$ cat src/hw/fwg_map.vh
// constants for the flash write-guard host controller
`ifndef FWG_MAP_VH
`define FWG_MAP_VH
// ----------------------------------------------------------------
// pin timing, in 100 ns core cycles
// ----------------------------------------------------------------
`define FWG_CLK_NS        100
`define FWG_GLITCH_NS     5
`define FWG_GLITCH_CYC    (((`FWG_GLITCH_NS + `FWG_CLK_NS - 1) / `FWG_CLK_NS))
`define FWG_PULSE_CYC     4'h2
`define FWG_SETUP_CYC     4'h1
`define FWG_READ_CYC      4'h2
// ----------------------------------------------------------------
// command codes and unlock addresses (word mode)
// ----------------------------------------------------------------
`define FWG_UNLOCK1_ADDR  23'h000555
`define FWG_UNLOCK2_ADDR  23'h0002aa
`define FWG_UNLOCK1_DATA  16'h00aa
`define FWG_UNLOCK2_DATA  16'h0055
`define FWG_CMD_ENTER_SEC 16'h0088
`define FWG_CMD_AUTOSEL   16'h0090
`define FWG_CMD_EXIT_SEC  16'h0000
`define FWG_CMD_RESET     16'h00f0
`define FWG_CMD_PROGRAM   16'h00a0
`define FWG_CMD_SUSPEND   16'h00b0
`define FWG_CMD_RESUME    16'h0030
// ----------------------------------------------------------------
// operation codes at the user port
// ----------------------------------------------------------------
`define FWG_OP_READ       4'h0
`define FWG_OP_RESET      4'h1
`define FWG_OP_ENTER_SEC  4'h2
`define FWG_OP_EXIT_SEC   4'h3
`define FWG_OP_PROGRAM    4'h4
`define FWG_OP_PROT_VER   4'h5
`define FWG_OP_SUSPEND    4'h6
`define FWG_OP_RESUME     4'h7
`define FWG_OP_AUTOSEL    4'h8
// ----------------------------------------------------------------
// address field positions
// ----------------------------------------------------------------
`define FWG_ID_SEL_BIT    1
`define FWG_STAT_SEL_BIT  2
`define FWG_PMODE_BIT     7
`define FWG_GROUP_LSB     17
`define FWG_GROUP_MSB     22
`define FWG_SEC_WORDS     8'h80
`define FWG_ESN_LAST      23'h000007
`define FWG_LOCK_IND_BIT  7
`endif

$ cat src/hw/fwg_host.v
// host-side controller driving the flash pins for guarded writes and secured-sector access
// Function
// [RULE_01] protect verify read: id voltage, we high, a2 high, cs oe a7 a1 low
// [RULE_02] queried sector group comes from address lines 17 to 22
// [RULE_03] device starts in array read after power-up, no command needed
// [RULE_04] memory changes only after a full valid command sequence
// [RULE_05] secured region is 128 words; lock state on data bit 7
// [RULE_06] indicator bit one when factory locked, zero otherwise, fixed
// [RULE_07] after entry, first sector addresses read secured region
// [RULE_08] mapping lasts until exit sequence, power loss or hardware reset
// [RULE_09] factory parts hold serial number at words 0-7, rest unavailable
// [RULE_10] protected secured region refuses all program and erase forever
// [RULE_11] lock by three-cycle entry then in-system protect algorithm
// [RULE_12] host issues exit sequence before touching the rest of array
// [RULE_13] below lockout supply the device ignores every write
// [RULE_14] strobe pulses under about 5 ns never start a write
// [RULE_15] write needs cs and we low with oe high
// [RULE_16] power-up with cs we low, oe high: first we rise not accepted
// [RULE_17] wrong address, data or order returns device to array read
// [RULE_18] suspend b0 and resume 30 valid only during sector erase
// [RULE_19] address latched on later falling edge, data on earlier rise
// [RULE_20] either reset sequence returns the device to read state
// [RULE_21] reset command needed to leave identifier mode
// [RULE_22] one protect flag per sector group sources verify output
`timescale 1ns/1ns
`default_nettype none
`include "fwg_map.vh"
module fwg_host
(
	input  wire        core_clk,
	input  wire        rst_n,
	input  wire        op_valid,
	input  wire [3:0]  op_code,
	input  wire [22:0] op_addr,
	input  wire [15:0] op_wdata,
	input  wire        erase_active,
	input  wire        supply_ok,
	output reg         op_ready_r,
	output reg         op_done_r,
	output reg         op_refused_r,
	output reg  [15:0] op_rdata_r,
	output reg         sec_mapped_r,
	output reg         group_protected_r,
	output reg         lock_indicator_r,
	output reg  [22:0] flash_addr_r,
	output reg  [15:0] flash_dq_out_r,
	output reg         flash_dq_oe_n_r,
	input  wire [15:0] flash_dq_in,
	output reg         flash_ce_n_r,
	output reg         flash_we_n_r,
	output reg         flash_oe_n_r,
	output reg         elevated_id_voltage_r,
	output reg         flash_reset_n_r
);
	// ----------------------------------------------------------------
	// states
	// ----------------------------------------------------------------
	localparam [6:0] ST_IDLE  = 7'h01;
	localparam [6:0] ST_FETCH = 7'h02;
	localparam [6:0] ST_SETUP = 7'h04;
	localparam [6:0] ST_PULSE = 7'h08;
	localparam [6:0] ST_HOLD  = 7'h10;
	localparam [6:0] ST_READ  = 7'h20;
	localparam [6:0] ST_DONE  = 7'h40;

	reg  [6:0]  state_r;
	reg  [3:0]  op_r;
	reg  [22:0] addr_r;
	reg  [15:0] wdata_r;
	reg  [2:0]  step_r;
	reg  [3:0]  cnt_r;
	reg         hw_read_r;
	wire [22:0] step_addr;
	wire [15:0] step_data;
	wire        step_last;

	// is this op a pure pin-level read that never writes a command
	function is_pin_read;
		input [3:0] op;
		begin
			is_pin_read = (op == `FWG_OP_READ) || (op == `FWG_OP_PROT_VER);
		end
	endfunction

	// refusal check, shared by acceptance and the done flags
	function op_illegal;
		input [3:0] op;
		input       erase;
		input       sup;
		begin
			op_illegal = (!sup && !is_pin_read(op)) // see [RULE_13]
				|| (((op == `FWG_OP_SUSPEND) || (op == `FWG_OP_RESUME)) && !erase); // see [RULE_18]
		end
	endfunction

	fwg_seq_rom u_rom
	(
		.core_clk    (core_clk),
		.op          (op_r),
		.step        (step_r),
		.user_addr   (addr_r),
		.user_data   (wdata_r),
		.step_addr_r (step_addr),
		.step_data_r (step_data),
		.step_last_r (step_last)
	);

	// ----------------------------------------------------------------
	// bus sequencer
	// ----------------------------------------------------------------
	// strobes are held for whole core cycles, far beyond any noise width,
	// so every write we make is a real one; oe stays high across writes
	always @(posedge core_clk)
	begin
		op_done_r    <= 1'b0;
		op_refused_r <= 1'b0;
		if (!rst_n)
		begin
			state_r <= ST_IDLE;
			op_r <= `FWG_OP_READ;
			addr_r <= 23'h000000;
			wdata_r <= 16'h0000;
			step_r <= 3'h0;
			cnt_r <= 4'h0;
			hw_read_r <= 1'b0;
			op_ready_r <= 1'b0;
			op_rdata_r <= 16'h0000;
			sec_mapped_r <= 1'b0; // see [RULE_08]
			group_protected_r <= 1'b0;
			lock_indicator_r <= 1'b0;
			flash_addr_r <= 23'h000000;
			flash_dq_out_r <= 16'h0000;
			flash_dq_oe_n_r <= 1'b1;
			flash_ce_n_r <= 1'b1;
			flash_we_n_r <= 1'b1; // see [RULE_16]
			flash_oe_n_r <= 1'b1;
			elevated_id_voltage_r <= 1'b0;
			flash_reset_n_r <= 1'b0; // device resets to array read, see [RULE_03]
		end
		else
		begin
			flash_reset_n_r <= 1'b1; // held high through the lock flow, see [RULE_11]
			case (state_r)
				ST_IDLE:
				begin
					op_ready_r <= 1'b1;
					if (op_valid && op_ready_r)
					begin
						op_ready_r <= 1'b0;
						if (op_illegal(op_code, erase_active, supply_ok))
						begin
							op_refused_r <= 1'b1;
							op_done_r <= 1'b1;
						end
						else
						begin
							op_r <= op_code;
							addr_r <= op_addr;
							wdata_r <= op_wdata;
							step_r <= 3'h0;
							hw_read_r <= is_pin_read(op_code);
							state_r <= ST_FETCH;
						end
					end
				end
				ST_FETCH:
					state_r <= hw_read_r ? ST_READ : ST_SETUP; // rom output valid next
				ST_SETUP:
				begin
					// address and data settle before the strobe falls, see [RULE_19]
					flash_addr_r <= step_addr;
					flash_dq_out_r <= step_data;
					flash_dq_oe_n_r <= 1'b0;
					flash_oe_n_r <= 1'b1; // see [RULE_15]
					flash_ce_n_r <= 1'b0;
					cnt_r <= `FWG_PULSE_CYC;
					state_r <= ST_PULSE;
				end
				ST_PULSE:
				begin
					flash_we_n_r <= 1'b0; // see [RULE_15]
					if (cnt_r == 4'h0)
					begin
						flash_we_n_r <= 1'b1; // data taken on this rise, see [RULE_19]
						state_r <= ST_HOLD;
					end
					else
						cnt_r <= cnt_r - 4'h1; // wide pulse clears glitch filter, see [RULE_14]
				end
				ST_HOLD:
				begin
					flash_ce_n_r <= 1'b1;
					flash_dq_oe_n_r <= 1'b1;
					if (step_last)
					begin
						// mapping mirror follows only complete sequences, see [RULE_04]
						if (op_r == `FWG_OP_ENTER_SEC)
							sec_mapped_r <= 1'b1; // see [RULE_07]
						// a reset command only returns the device to array read; the mapping
						// stays until the exit sequence or a hardware reset, see [RULE_20] see [RULE_21]
						if (op_r == `FWG_OP_EXIT_SEC)
							sec_mapped_r <= 1'b0; // see [RULE_08] see [RULE_12]
						state_r <= ST_DONE;
					end
					else
					begin
						step_r <= step_r + 3'h1;
						state_r <= ST_FETCH;
					end
				end
				ST_READ:
				begin
					// verify mode: id voltage, we and a2 high, a7 a1 low, see [RULE_01]
					flash_addr_r <= addr_r;
					if (op_r == `FWG_OP_PROT_VER)
					begin
						flash_addr_r[`FWG_STAT_SEL_BIT] <= 1'b1;
						flash_addr_r[`FWG_ID_SEL_BIT] <= 1'b0;
						flash_addr_r[`FWG_PMODE_BIT] <= 1'b0;
						elevated_id_voltage_r <= 1'b1;
					end
					flash_we_n_r <= 1'b1;
					flash_ce_n_r <= 1'b0;
					flash_oe_n_r <= 1'b0;
					flash_dq_oe_n_r <= 1'b1;
					if (cnt_r == `FWG_READ_CYC)
					begin
						op_rdata_r <= flash_dq_in;
						if (op_r == `FWG_OP_PROT_VER)
							group_protected_r <= flash_dq_in[0]; // see [RULE_02] see [RULE_22]
						else if (sec_mapped_r && (addr_r == 23'h000000))
							lock_indicator_r <= flash_dq_in[`FWG_LOCK_IND_BIT]; // see [RULE_05]
						cnt_r <= 4'h0;
						state_r <= ST_DONE;
					end
					else
						cnt_r <= cnt_r + 4'h1;
				end
				ST_DONE:
				begin
					flash_ce_n_r <= 1'b1;
					flash_oe_n_r <= 1'b1;
					elevated_id_voltage_r <= 1'b0;
					op_done_r <= 1'b1;
					state_r <= ST_IDLE;
				end
				default:
					state_r <= ST_IDLE;
			endcase
		end
	end
endmodule
`default_nettype wire

$ cat src/hw/fwg_seq_rom.v
// sequence step table: address and data for each bus cycle of a command
`timescale 1ns/1ns
`default_nettype none
`include "fwg_map.vh"
module fwg_seq_rom
(
	input  wire        core_clk,
	input  wire [3:0]  op,
	input  wire [2:0]  step,
	input  wire [22:0] user_addr,
	input  wire [15:0] user_data,
	output reg  [22:0] step_addr_r,
	output reg  [15:0] step_data_r,
	output reg         step_last_r
);
	// ----------------------------------------------------------------
	// registered lookup
	// ----------------------------------------------------------------
	// unlock prefix is shared; single-cycle commands skip it
	always @(posedge core_clk)
	begin
		step_last_r <= 1'b0;
		step_addr_r <= `FWG_UNLOCK1_ADDR;
		step_data_r <= `FWG_UNLOCK1_DATA;
		case (op)
			`FWG_OP_RESET, `FWG_OP_SUSPEND, `FWG_OP_RESUME:
			begin
				step_addr_r <= user_addr;
				step_data_r <= (op == `FWG_OP_RESET) ? `FWG_CMD_RESET :
					(op == `FWG_OP_SUSPEND) ? `FWG_CMD_SUSPEND : `FWG_CMD_RESUME;
				step_last_r <= 1'b1;
			end
			default:
			begin
				case (step)
					3'h0: ;
					3'h1:
					begin
						step_addr_r <= `FWG_UNLOCK2_ADDR;
						step_data_r <= `FWG_UNLOCK2_DATA;
					end
					3'h2:
					begin
						step_data_r <= (op == `FWG_OP_ENTER_SEC) ? `FWG_CMD_ENTER_SEC :
							(op == `FWG_OP_PROGRAM) ? `FWG_CMD_PROGRAM : `FWG_CMD_AUTOSEL;
						step_last_r <= (op == `FWG_OP_ENTER_SEC) || (op == `FWG_OP_PROT_VER)
							|| (op == `FWG_OP_AUTOSEL);
					end
					default:
					begin
						step_addr_r <= user_addr;
						step_data_r <= (op == `FWG_OP_EXIT_SEC) ? `FWG_CMD_EXIT_SEC : user_data;
						step_last_r <= 1'b1;
					end
				endcase
			end
		endcase
	end
endmodule
`default_nettype wire

$ cat config.mk
export PLATFORM = sky130hd
export DESIGN_NAME = fwg_host
export DESIGN_NICKNAME = d
export VERILOG_FILES = /design/src/hw/fwg_host.v /design/src/hw/fwg_seq_rom.v
export VERILOG_INCLUDE_DIRS = /design/src /design/src/hw
export SDC_FILE = /design/constraint.sdc
export NUM_CORES = 1
export LEC_CHECK = 0
export BUFFER_PORTS_ARGS = -buffer_cell sky130_fd_sc_hd__buf_2
export CORE_ASPECT_RATIO = 0.7
export CORE_MARGIN = 2
export CORE_UTILIZATION = 49
export DETAILED_ROUTE_END_ITERATION = 6
export PLACE_DENSITY = 0.85
export SYNTH_ARGS = -nofsm -noshare
export SYNTH_HDL_FRONTEND = slang
export SYNTH_HIERARCHICAL = 1
export SYNTH_SLANG_ARGS = --single-unit
$ cat constraint.sdc
create_clock -name core_clk -period 2.1 [get_ports core_clk]
set_input_delay 0.42 -clock core_clk [delete_from_list [all_inputs] [get_ports core_clk]]
set_output_delay 0.42 -clock core_clk [all_outputs]
set_load 0.02 [all_outputs]
Word-level counts from Yosys, hierarchy flattened --
Index checks and enable logic that the tools add are counted.
Word-level totals: bits of input ports 64, memories 0, output and inout port bits 67, latch bits 0, bits in registers 165, ROM bits 0, memory bits (writable) 0
Cells by class: add/sub/neg operators 3, $mul 0, shift operators 0, multiplexer cells 41, bitwise gates (word level) 2, $lt $le $gt $ge 0, reductions and logical operators 42, divide/modulo/power cells 0, equal/unequal tests 28
Operators with widths (count):
- $pmux W23 S2 | 2
- $mux W16 | 4
- $pmux W16 S3 | 1
- $pmux W7 S6 | 1
- $mux W7 | 5
- $eq A4 B3 Y1 const B | 7
- $logic_not A23 Y1 | 1
- $mux W23 | 1
- $reduce_bool A2 Y1 | 8
- $ne A2 B2 Y1 const B | 7
- $pmux W1 S2 | 7
- $eq A4 B2 Y1 const B | 3
- $mux W6 | 2
- $pmux W4 S3 | 1
- $reduce_and A4 Y1 | 3
- $reduce_or A2 Y1 | 6
- $mux W1 | 9
- $mux W3 | 3
- $reduce_and A3 Y1 | 3
- $logic_not A4 Y1 | 2
- $mux W4 | 2
- $mux W8 | 1
- $reduce_and A2 Y1 | 4
- $eq A7 B1 Y1 const B | 1
- other kinds (22) | 32

Logic depth before layout (Yosys ltp) --
Gate-level depths: netlist of run 1.
depth in word-level cells 8, gate-level depth with buffers 9, gate-level depth less buffers 7

Modules after synthesis --
The synthesis of run 1 kept the hierarchy.
By module, submodules not included:
- fwg_host | times used 1, area each 5073.6 µm², cells an instance 560
- fwg_seq_rom | times used 1, area each 1398.8 µm², cells an instance 129

Least setup slack after synthesis of run 1 --
OpenSTA, ideal clock, no wires.
kind reg2reg, from reg state_r[3], to reg addr_r[11], clock period less this slack 2166 ps, buffers on the path 4, stages on the path, launching flop included 10, data arrival time 2038 ps, slack -66 ps, cell sequence dfxtp_1 buf_2 or4_4 nor4_4 a21bo_1 clkbuf_2 buf_6 buf_6 mux2i_1 nor2_1
On the way: cells in the longest elaborated chain, start to end 2
RTL lines:
- start: declaration | RTL line fwg_host.v:66 | reg [6:0] state_r;
- start signal: assignment | RTL line fwg_host.v:167 | state_r <= hw_read_r ? ST_READ : ST_SETUP;
- $eq A7 B1 Y1 | RTL line fwg_host.v:143 | case (state_r)
- $reduce_and A3 Y1 (no line)
- end signal: assignment | RTL line fwg_host.v:158 | addr_r <= op_addr;
- end: declaration | RTL line fwg_host.v:68 | reg [22:0] addr_r;
Every way passes these cells. A chain may end at the register's enable or synchronous reset.

Worst setup path in the final report of run 1 --
from reg cnt_r[1], to reg cnt_r[0]
On the way: cells in the longest elaborated chain, start to end 3, elaborated cells on any way between the ends 6
RTL lines:
- start: declaration | RTL line fwg_host.v:71 | reg [3:0] cnt_r;
- start signal: assignment | RTL line fwg_host.v:176 | cnt_r <= `FWG_PULSE_CYC;
- start signal: assignment | RTL line fwg_host.v:188 | cnt_r <= cnt_r - 4'h1;
- start signal: assignment | RTL line fwg_host.v:237 | cnt_r <= cnt_r + 4'h1;
- $eq A4 B2 Y1 (no line) / $logic_not A4 Y1 (equally long branches)
- $mux W4 / $ne A2 B2 Y1 (equally long branches)
- $pmux W4 S3 / $reduce_and A2 Y1 (equally long branches)
Several ways; a longest one is shown, not always the timed one.

==> metrics.yaml, run 1 <==
status:
  status: "finished clean"
sta:
  min_period_over_period_pct: 94.82
  fin_crit_ns: 1.991
  setup_viol: 0
  hold_viol_final: 0
  timing.max_slew.rel_slack_pct: 62.33
  rsz0062_at_grt: "false"
  fin_skew_ns: 0.009465
  fmax_mhz: 502.2
  holdWs_ns: 0.2308
  setup_tns_ns: 0
  worst_pin_slew_ns: 0.5599
  maxSlewViolCount: 0
synth:
  yosysTopAreaCell: "dfxtp_1"
  synth_nets: 759
  yosys.area_share.simple_pct: 20.65
  synth_mux_area_share_pct: 10.07
  synth_enable_flop_cells: 0
  ys_warn_count: 6
  synth_compound_area_share_pct: 12.66
  synth_top_family_by_area: "simple AND/OR/NAND/NOR gates"
  async_reset_ff_share_pct: 0
  synth_xor_area_share_pct: 0.4060
  syn_area_per_cell_um2: 9.394
  synth_seq_cells: 165
  synthCells: 689
  synth_top_area_share_pct: 51.03
  synthAdderAreaFrac_pct: 1.160
  yosys-top-cells-area: "dfxtp_1 (51%), mux2i_1 (9.9%), nand2_1 (4.8%)"
  synth_cell_type_count: 64
  ys.flop_type: "dfxtp_1"
  syn_area_um2: 6472
  seq_area_frac_synth_pct: 51.03
layout:
  final_nets: 892
  n_fill_cell: 1091
  n_antenna_cell: 0
  layout_commonest_cell: "dfxtp_1"
  final_cell_mix: "dfxtp_1 (165), buf_2 (130), nor2_1 (82), nand2_1 (82), mux2i_1 (64)"
  post_route_cells_drive_above_1_share_pct: 26.11
  areaGrowthSynthToFinish_pct: 24.32
  stdcell_area_um2: 8046
route:
  antenna_left: 0
  firstDrtPassIters: 5
  vias: 5399
  drt_wl_total_um: 15670
  drt_iter0_drc: 400
  drcViolationCount: 0
  wl_per_cell_um: 15.66
  viasPerCell: 5.394
global_route:
  grt_usage_pct: 22.55
  antenna_found_initial: 0
  grt_overflow: 0
  grt_max_degree: 55
  grt_pass1_wl_um: 25120
  grt_pass1_vias: 4965
placement:
  place.gp.congestion: 0.9344
  port_buffers: 130
  dpl_cell_area_um2: 7405
  dp_hpwl_um: 10750
cts:
  ctsRootBufferMaster: "clkbuf_16"
  htree_levels: 4
  clkSlewWorstSetupHoldPaths_ns: 0.07
  cts.sinks: 165
  cts_buffer_depth: 2
  worstSkewPairLatency_ns: 0.42
  cts_tree: "yes"
  numCtsBuffers: 17
die:
  start_util_pct: 49.76
  dieWidth_um: 141.4
  dieArea_um2: 14160
  fp.coreArea_um2: 13010
  ioPinCount: 131
  die_y_um: 100.2
  rows: 35
power:
  seqPwrFrac_pct: 45.6
  switching_power_mw: 1.984
  power.density_nw_per_um2: 930.5
  combPwrFrac_pct: 11.8
  ir_drop_mv: 0.6969
  leakage_nw: 3.670
  internal_power_mw: 5.503
  switching_share_pct: 26.49
  power_frac_clock_pct: 42.6
worst_setup_path:
  critPathKind: "flip-flop to flip-flop"
  cp_max_fo: 5
  timing.rr.start: "cnt_r[1]"
  cp-start-kind: "flip-flop"
  cp.required_ns: 2.44
  crit_path_end: "cnt_r[0]"
  r2r_cells: 7
  r2r_slack_ns: 0.11
  critical_path_arrival_ns: 2.33
  critPathCaptureType: "flip-flop"
  r2r-end: "cnt_r[0]"
  crit_start: "cnt_r[1]"
run:
  cap_violations: 0
min_path:
  holdCritPathClass: "input port to flip-flop"
repair_timing:
action	CTS	global route
pin swaps	0	2
endpoints found under the setup margin	1	7
gates resized for setup	2	4
hold buffers	0	0
setup buffers	0	0
endpoints found under the hold margin	0	0
logic make-up (layout without fill, tap and decap cells):
kind of cell               after synthesis  in the layout
AOI/OAI and AO/OA                      123            123
xor gates and xnor gates                 3              3
adders and majority gates                6              6
buffers and inverters                   56            202
DFF                                    165            165
muxes                                   65             65
and+or+nand+nor                        271            271
routing by layer:
| metal | global-route usage [%] | vias to the layer above | routed length [um] |
|---|---|---|---|
| met4 | 4.846 | 0 | 133 |
| met5 | 0 | - | 0 |
| met3 | 5.964 | 11 | 895 |
| li1 | - | 2678 | - |
| met1 | 31.20 | 2534 | 7482 |
| met2 | 35.81 | 176 | 7160 |
sequential cells by signal (all words and copies together) (netlist names), 4 cells and up:
| register | count |
|---|---|
| op_r | 4 |
| state_r | 7 |
| op_rdata_r | 16 |
| addr_r | 23 |
| u_rom/step_data_r | 16 |
| flash_addr_r | 23 |
| flash_dq_out_r | 16 |
| wdata_r | 16 |
| cnt_r | 4 |
| u_rom/step_addr_r | 23 |
worst max-delay path, cell delays in order, from the launching register on:
cell and delay, ns:
dfxtp_1 0.41, inv_2 0.08, ha_1 0.19, or3b_2 0.21, a211oi_2 0.08, or4_4 0.46
or3_1 0.36, a21oi_1 0.14
worst min-delay path by stage:
stage,start,to,slack (ns),cells after the start
global route,flash_dq_in[2],op_rdata_r[2],0.21,3
floorplan,u_rom/step_data_r[0],flash_dq_out_r[0],0.42,2
finish,op_addr[8],addr_r[8],0.23,3
detailed placement,u_rom/step_data_r[15],flash_dq_out_r[15],0.43,2
global placement,u_rom/step_data_r[6],flash_dq_out_r[6],0.42,2
CTS,op_wdata[2],wdata_r[2],0.22,3
through the flow:
| step | std cells | worst slack [ns] | utilization, % | power, mW |
|---|---|---|---|---|
| 6_report | 1001 | 0.1088 | 61.87 | 7.487 |
| 5_1_grt | 1001 | 0.004200 | 61.87 | 7.795 |
| 4_1_cts | 1001 | 0.07058 | 61.72 | 7.513 |
| 3_5_place_dp | 969 | 0.01935 | 56.93 | 4.326 |
| 3_3_place_gp | 969 | 0.06993 | 56.93 | 4.309 |
| 2_1_floorplan | 689 | 0.05195 | - | 4.039 |
cell usage after synthesis (all sizes together) (3+ instances only):
library cell    n
dfxtp         165
nand2          83
nor2           82
mux2i          64
a21oi          48
clkbuf         34
and2           25
a211oi         23
a21o           15
nand3          14
buf            13
inv             9
nor3            9
nand4           7
nor4            7
o21ai           7
or3             7
ha              6
nor2b           6
nand2b          4
a211o           3
a311oi          3
nand4b          3
nor3b           3
nor4b           3
o211ai          3
or2             3
power groups by stage:
stage               Clock, mW  Combinational, mW  Sequential (mW)
floorplan                   0              0.588             3.45
global placement            0              0.838             3.47
detailed placement          0              0.849             3.48
CTS                      3.24              0.862             3.41
global route             3.41              0.958             3.43
finish                   3.19              0.883             3.41
final cells by class:
| type | instances | area [um2] | share of cell area, % |
|---|---|---|---|
| multi-input cells | 468 | 2940 | 36.54 |
| inverters | 9 | 35.03 | 0.4354 |
| flip-flops and latches | 165 | 3303 | 41.05 |
| repair buffers | 161 | 945.9 | 11.76 |
| clock inverters | 15 | 188.9 | 2.348 |
| clock buffers | 17 | 425.4 | 5.287 |
| well taps | 166 | 207.7 | 2.581 |
No activity file was read; power rests on OpenSTA's default activity.
==> run 2: changes to the inputs <==
--- a/config.mk
+++ b/config.mk
@@ -9,9 +9,9 @@
 export BUFFER_PORTS_ARGS = -buffer_cell sky130_fd_sc_hd__buf_2
 export CORE_ASPECT_RATIO = 0.7
 export CORE_MARGIN = 2
-export CORE_UTILIZATION = 49
+export CORE_UTILIZATION = 54
 export DETAILED_ROUTE_END_ITERATION = 6
-export PLACE_DENSITY = 0.85
+export PLACE_DENSITY = 0.89
 export SYNTH_ARGS = -nofsm -noshare
 export SYNTH_HDL_FRONTEND = slang
 export SYNTH_HIERARCHICAL = 1
==> constraint.sdc (replaced) <==
create_clock -name core_clk -period 2.2 [get_ports core_clk]
set_input_delay 0.44 -clock core_clk [delete_from_list [all_inputs] [get_ports core_clk]]
set_output_delay 0.44 -clock core_clk [all_outputs]
set_load 0.02 [all_outputs]
==> run 2 against run 1 <==
  * Cell count is 0.70% lower
  * Critical path depth is 1 lower
  * Critical endpoint is now wdata_r[14]
  * Worst hold slack better by 0.011 ns
  * Maximum frequency is 7.1% lower
  * Utilization is 6.6 points higher
  * First-iteration DRC count is 3.8% higher
  * Clock power is 9.1% lower
  * Combinational power is 1% lower
  * Worst setup slack worse by 0.053 ns
==> metrics.yaml, run 2 (synthesized netlist as in run 1, its figures left out) <==
status:
  status: "finished clean"  # unchanged
sta:
  timing.max_slew.rel_slack_pct: 59.43  # was 62.33%
  hold_viol_final: 0  # unchanged
  fin_crit_ns: 2.144  # was 1.991 ns
  maxSlewViolCount: 0  # unchanged
  setup_viol: 0  # unchanged
  min_period_over_period_pct: 97.46  # was 94.82%
  setup_tns_ns: 0  # unchanged
  fmax_mhz: 466.4  # was 502.2 MHz
  worst_pin_slew_ns: 0.6007  # was 0.5599 ns
  rsz0062_at_grt: "false"  # unchanged
  fin_skew_ns: 0.009459  # was 0.009465 ns
die:
  start_util_pct: 55.39  # was 49.76%
  rows: 33  # was 35
  ioPinCount: 131  # unchanged
  die_y_um: 95.60  # was 100.2 um
  dieWidth_um: 134.9  # was 141.4 um
  dieArea_um2: 12890  # was 14160 um2
  fp.coreArea_um2: 11690  # was 13010 um2
cts:
  ctsRootBufferMaster: "clkbuf_16"  # unchanged
  numCtsBuffers: 17  # unchanged
  worstSkewPairLatency_ns: 0.43  # was 0.42 ns
  cts_buffer_depth: 2  # unchanged
  cts-hold-fix-buffers: 0  # unchanged
  clkSlewWorstSetupHoldPaths_ns: 0.06  # was 0.07 ns
  cts.sinks: 165  # unchanged
  cts_tree: "yes"  # unchanged
  htree_levels: 4  # unchanged
layout:
  final_nets: 894  # was 892
  areaGrowthSynthToFinish_pct: 23.60  # was 24.32%
  final_cell_mix: "dfxtp_1 (163), buf_2 (130), nand2_1 (83)"  # was dfxtp_1 (165), buf_2 (130), nor2_1 (82), nand2_1 (82), mux2i_1 (64)
  top_regs: "addr_r x23, flash_addr_r x23, u_rom/step_addr_r x23"  # unchanged
  post_route_cells_drive_above_1_share_pct: 26.16  # was 26.11%
  final-instance-count-excl-fill: 994  # was 1001
  n_antenna_cell: 0  # unchanged
  layout_commonest_cell: "dfxtp_1"  # unchanged
worst_setup_path:
  cp_max_fo: 12  # was 5
  r2r_slack_ns: 0.06  # was 0.11 ns
  critical_path_arrival_ns: 2.44  # was 2.33 ns
  critPathKind: "flip-flop to flip-flop"  # unchanged
  cp.required_ns: 2.49  # was 2.44 ns
  timing.rr.start: "state_r[2]"  # was cnt_r[1]
  r2r-end: "wdata_r[14]"  # was cnt_r[0]
  r2r_cells: 6  # was 7
  cp-start-kind: "flip-flop"  # unchanged
  critPathCaptureType: "flip-flop"  # unchanged
route:
  viasPerCell: 5.602  # was 5.394
  wl_per_cell_um: 16.73  # was 15.66 um
  antenna_left: 0  # unchanged
  drcViolationCount: 0  # unchanged
  drt_wl_total_um: 16630  # was 15670 um
  firstDrtPassIters: 5  # unchanged
  drt_iter0_drc: 415  # was 400
  vias: 5568  # was 5399
global_route:
  antenna_found_initial: 0  # unchanged
  grt_pass1_vias: 4988  # was 4965
  grt_overflow: 0  # unchanged
  grt_usage_pct: 25.84  # was 22.55%
  grt_pass1_wl_um: 25760  # was 25120 um
  grt_max_degree: 43  # was 55
min_path:
  min_from: "op_wdata[15]"  # was op_addr[8]
  holdCritPathClass: "input port to flip-flop"  # unchanged
  min_to: "wdata_r[15]"  # was addr_r[8]
  hold_depth: 3  # unchanged
placement:
  dp.cells: 960  # was 969
  port_buffers: 130  # unchanged
  place.gp.congestion: 0.9399  # was 0.9344
  dp_hpwl_um: 10970  # was 10750 um
power:
  ir_drop_mv: 0.5339  # was 0.6969 mV
  power.density_nw_per_um2: 879.5  # was 930.5 nW/um2
  leakage_nw: 3.647  # was 3.670 nW
  totalPowerFinal_mw: 7.036  # was 7.487 mW
run:
  cap_violations: 0  # unchanged
==> run 2: cell types whose count changed in the layout (fill, tap and decap cells not counted), sizes merged <==
cell,delta
clkbuf,+6
bufinv,-1
clkinv,-2
inv,-5
buf,+2
clkinvlp,+2
==> run 2: routing by layer <==
metal,vias to the layer above,wire length (um),GRT usage (%)
met5,-,0,0
met3,24,1244,6.486
met2,238,7463,39.47
li1,2665,-,-
met4,0,235,8.684
met1,2641,7685,35.86
==> run 2: worst max-delay path, cell delays in order, from the launching register on <==
cell     delay, ns
dfxtp_1       0.31
or4_4         0.57
nor4_4        0.32
a21bo_4       0.31
buf_4         0.21
mux2i_1       0.21
nor2_1        0.08
==> run 2: how the worst max path moves through the flow <==
stage / start / end / slack (ns) / cells past startpoint
final: state_r[2] / wdata_r[14] / 0.06 / 6
after global routing: cnt_r[0] / state_r[2] / 0.004 / 7
after CTS: cnt_r[1] / state_r[2] / 0.0006 / 7
after detailed placement: cnt_r[1] / state_r[2] / 0.03 / 7
after global placement: state_r[4] / op_r[0] / 0.18 / 6
after floorplan: state_r[3] / addr_r[11] / 0.03 / 9
==> run 2: stage by stage <==
stage          area (um2)  setup slack (ns)  util, %  hold slack, ns
2_1_floorplan        6472           0.03399        -          0.4174
3_3_place_gp         7378            0.1752    63.14          0.4231
3_5_place_dp         7378           0.03368    63.14          0.4274
4_1_cts              7959         0.0006186    68.11          0.2400
5_1_grt              8000          0.004117    68.47          0.2382
6_report             8000           0.05581    68.47          0.2419
==> run 2: report_power, final <==
part           total, mW  leakage (nW)  switching (mW)  internal, mW
Combinational      0.874          2.04           0.478         0.396
Clock               2.90         0.277            1.21          1.69
Sequential          3.26          1.33           0.127          3.13
==> run 2: timing repair <==
item,in CTS,in global routing
endpoints found under the setup margin,0,6
hold endpoints to repair,0,0
setup buffers,0,2
resized for setup,0,8
==> run 2: layout make-up <==
class | instances | area [um2]
repair buffers | 163 | 948.4
multi-input cells | 468 | 2934
well taps | 157 | 196.4
clock inverters | 9 | 92.59
clock buffers | 23 | 488.0
inverters | 9 | 35.03
flip-flops and latches | 165 | 3306
fillers | 896 | 3685
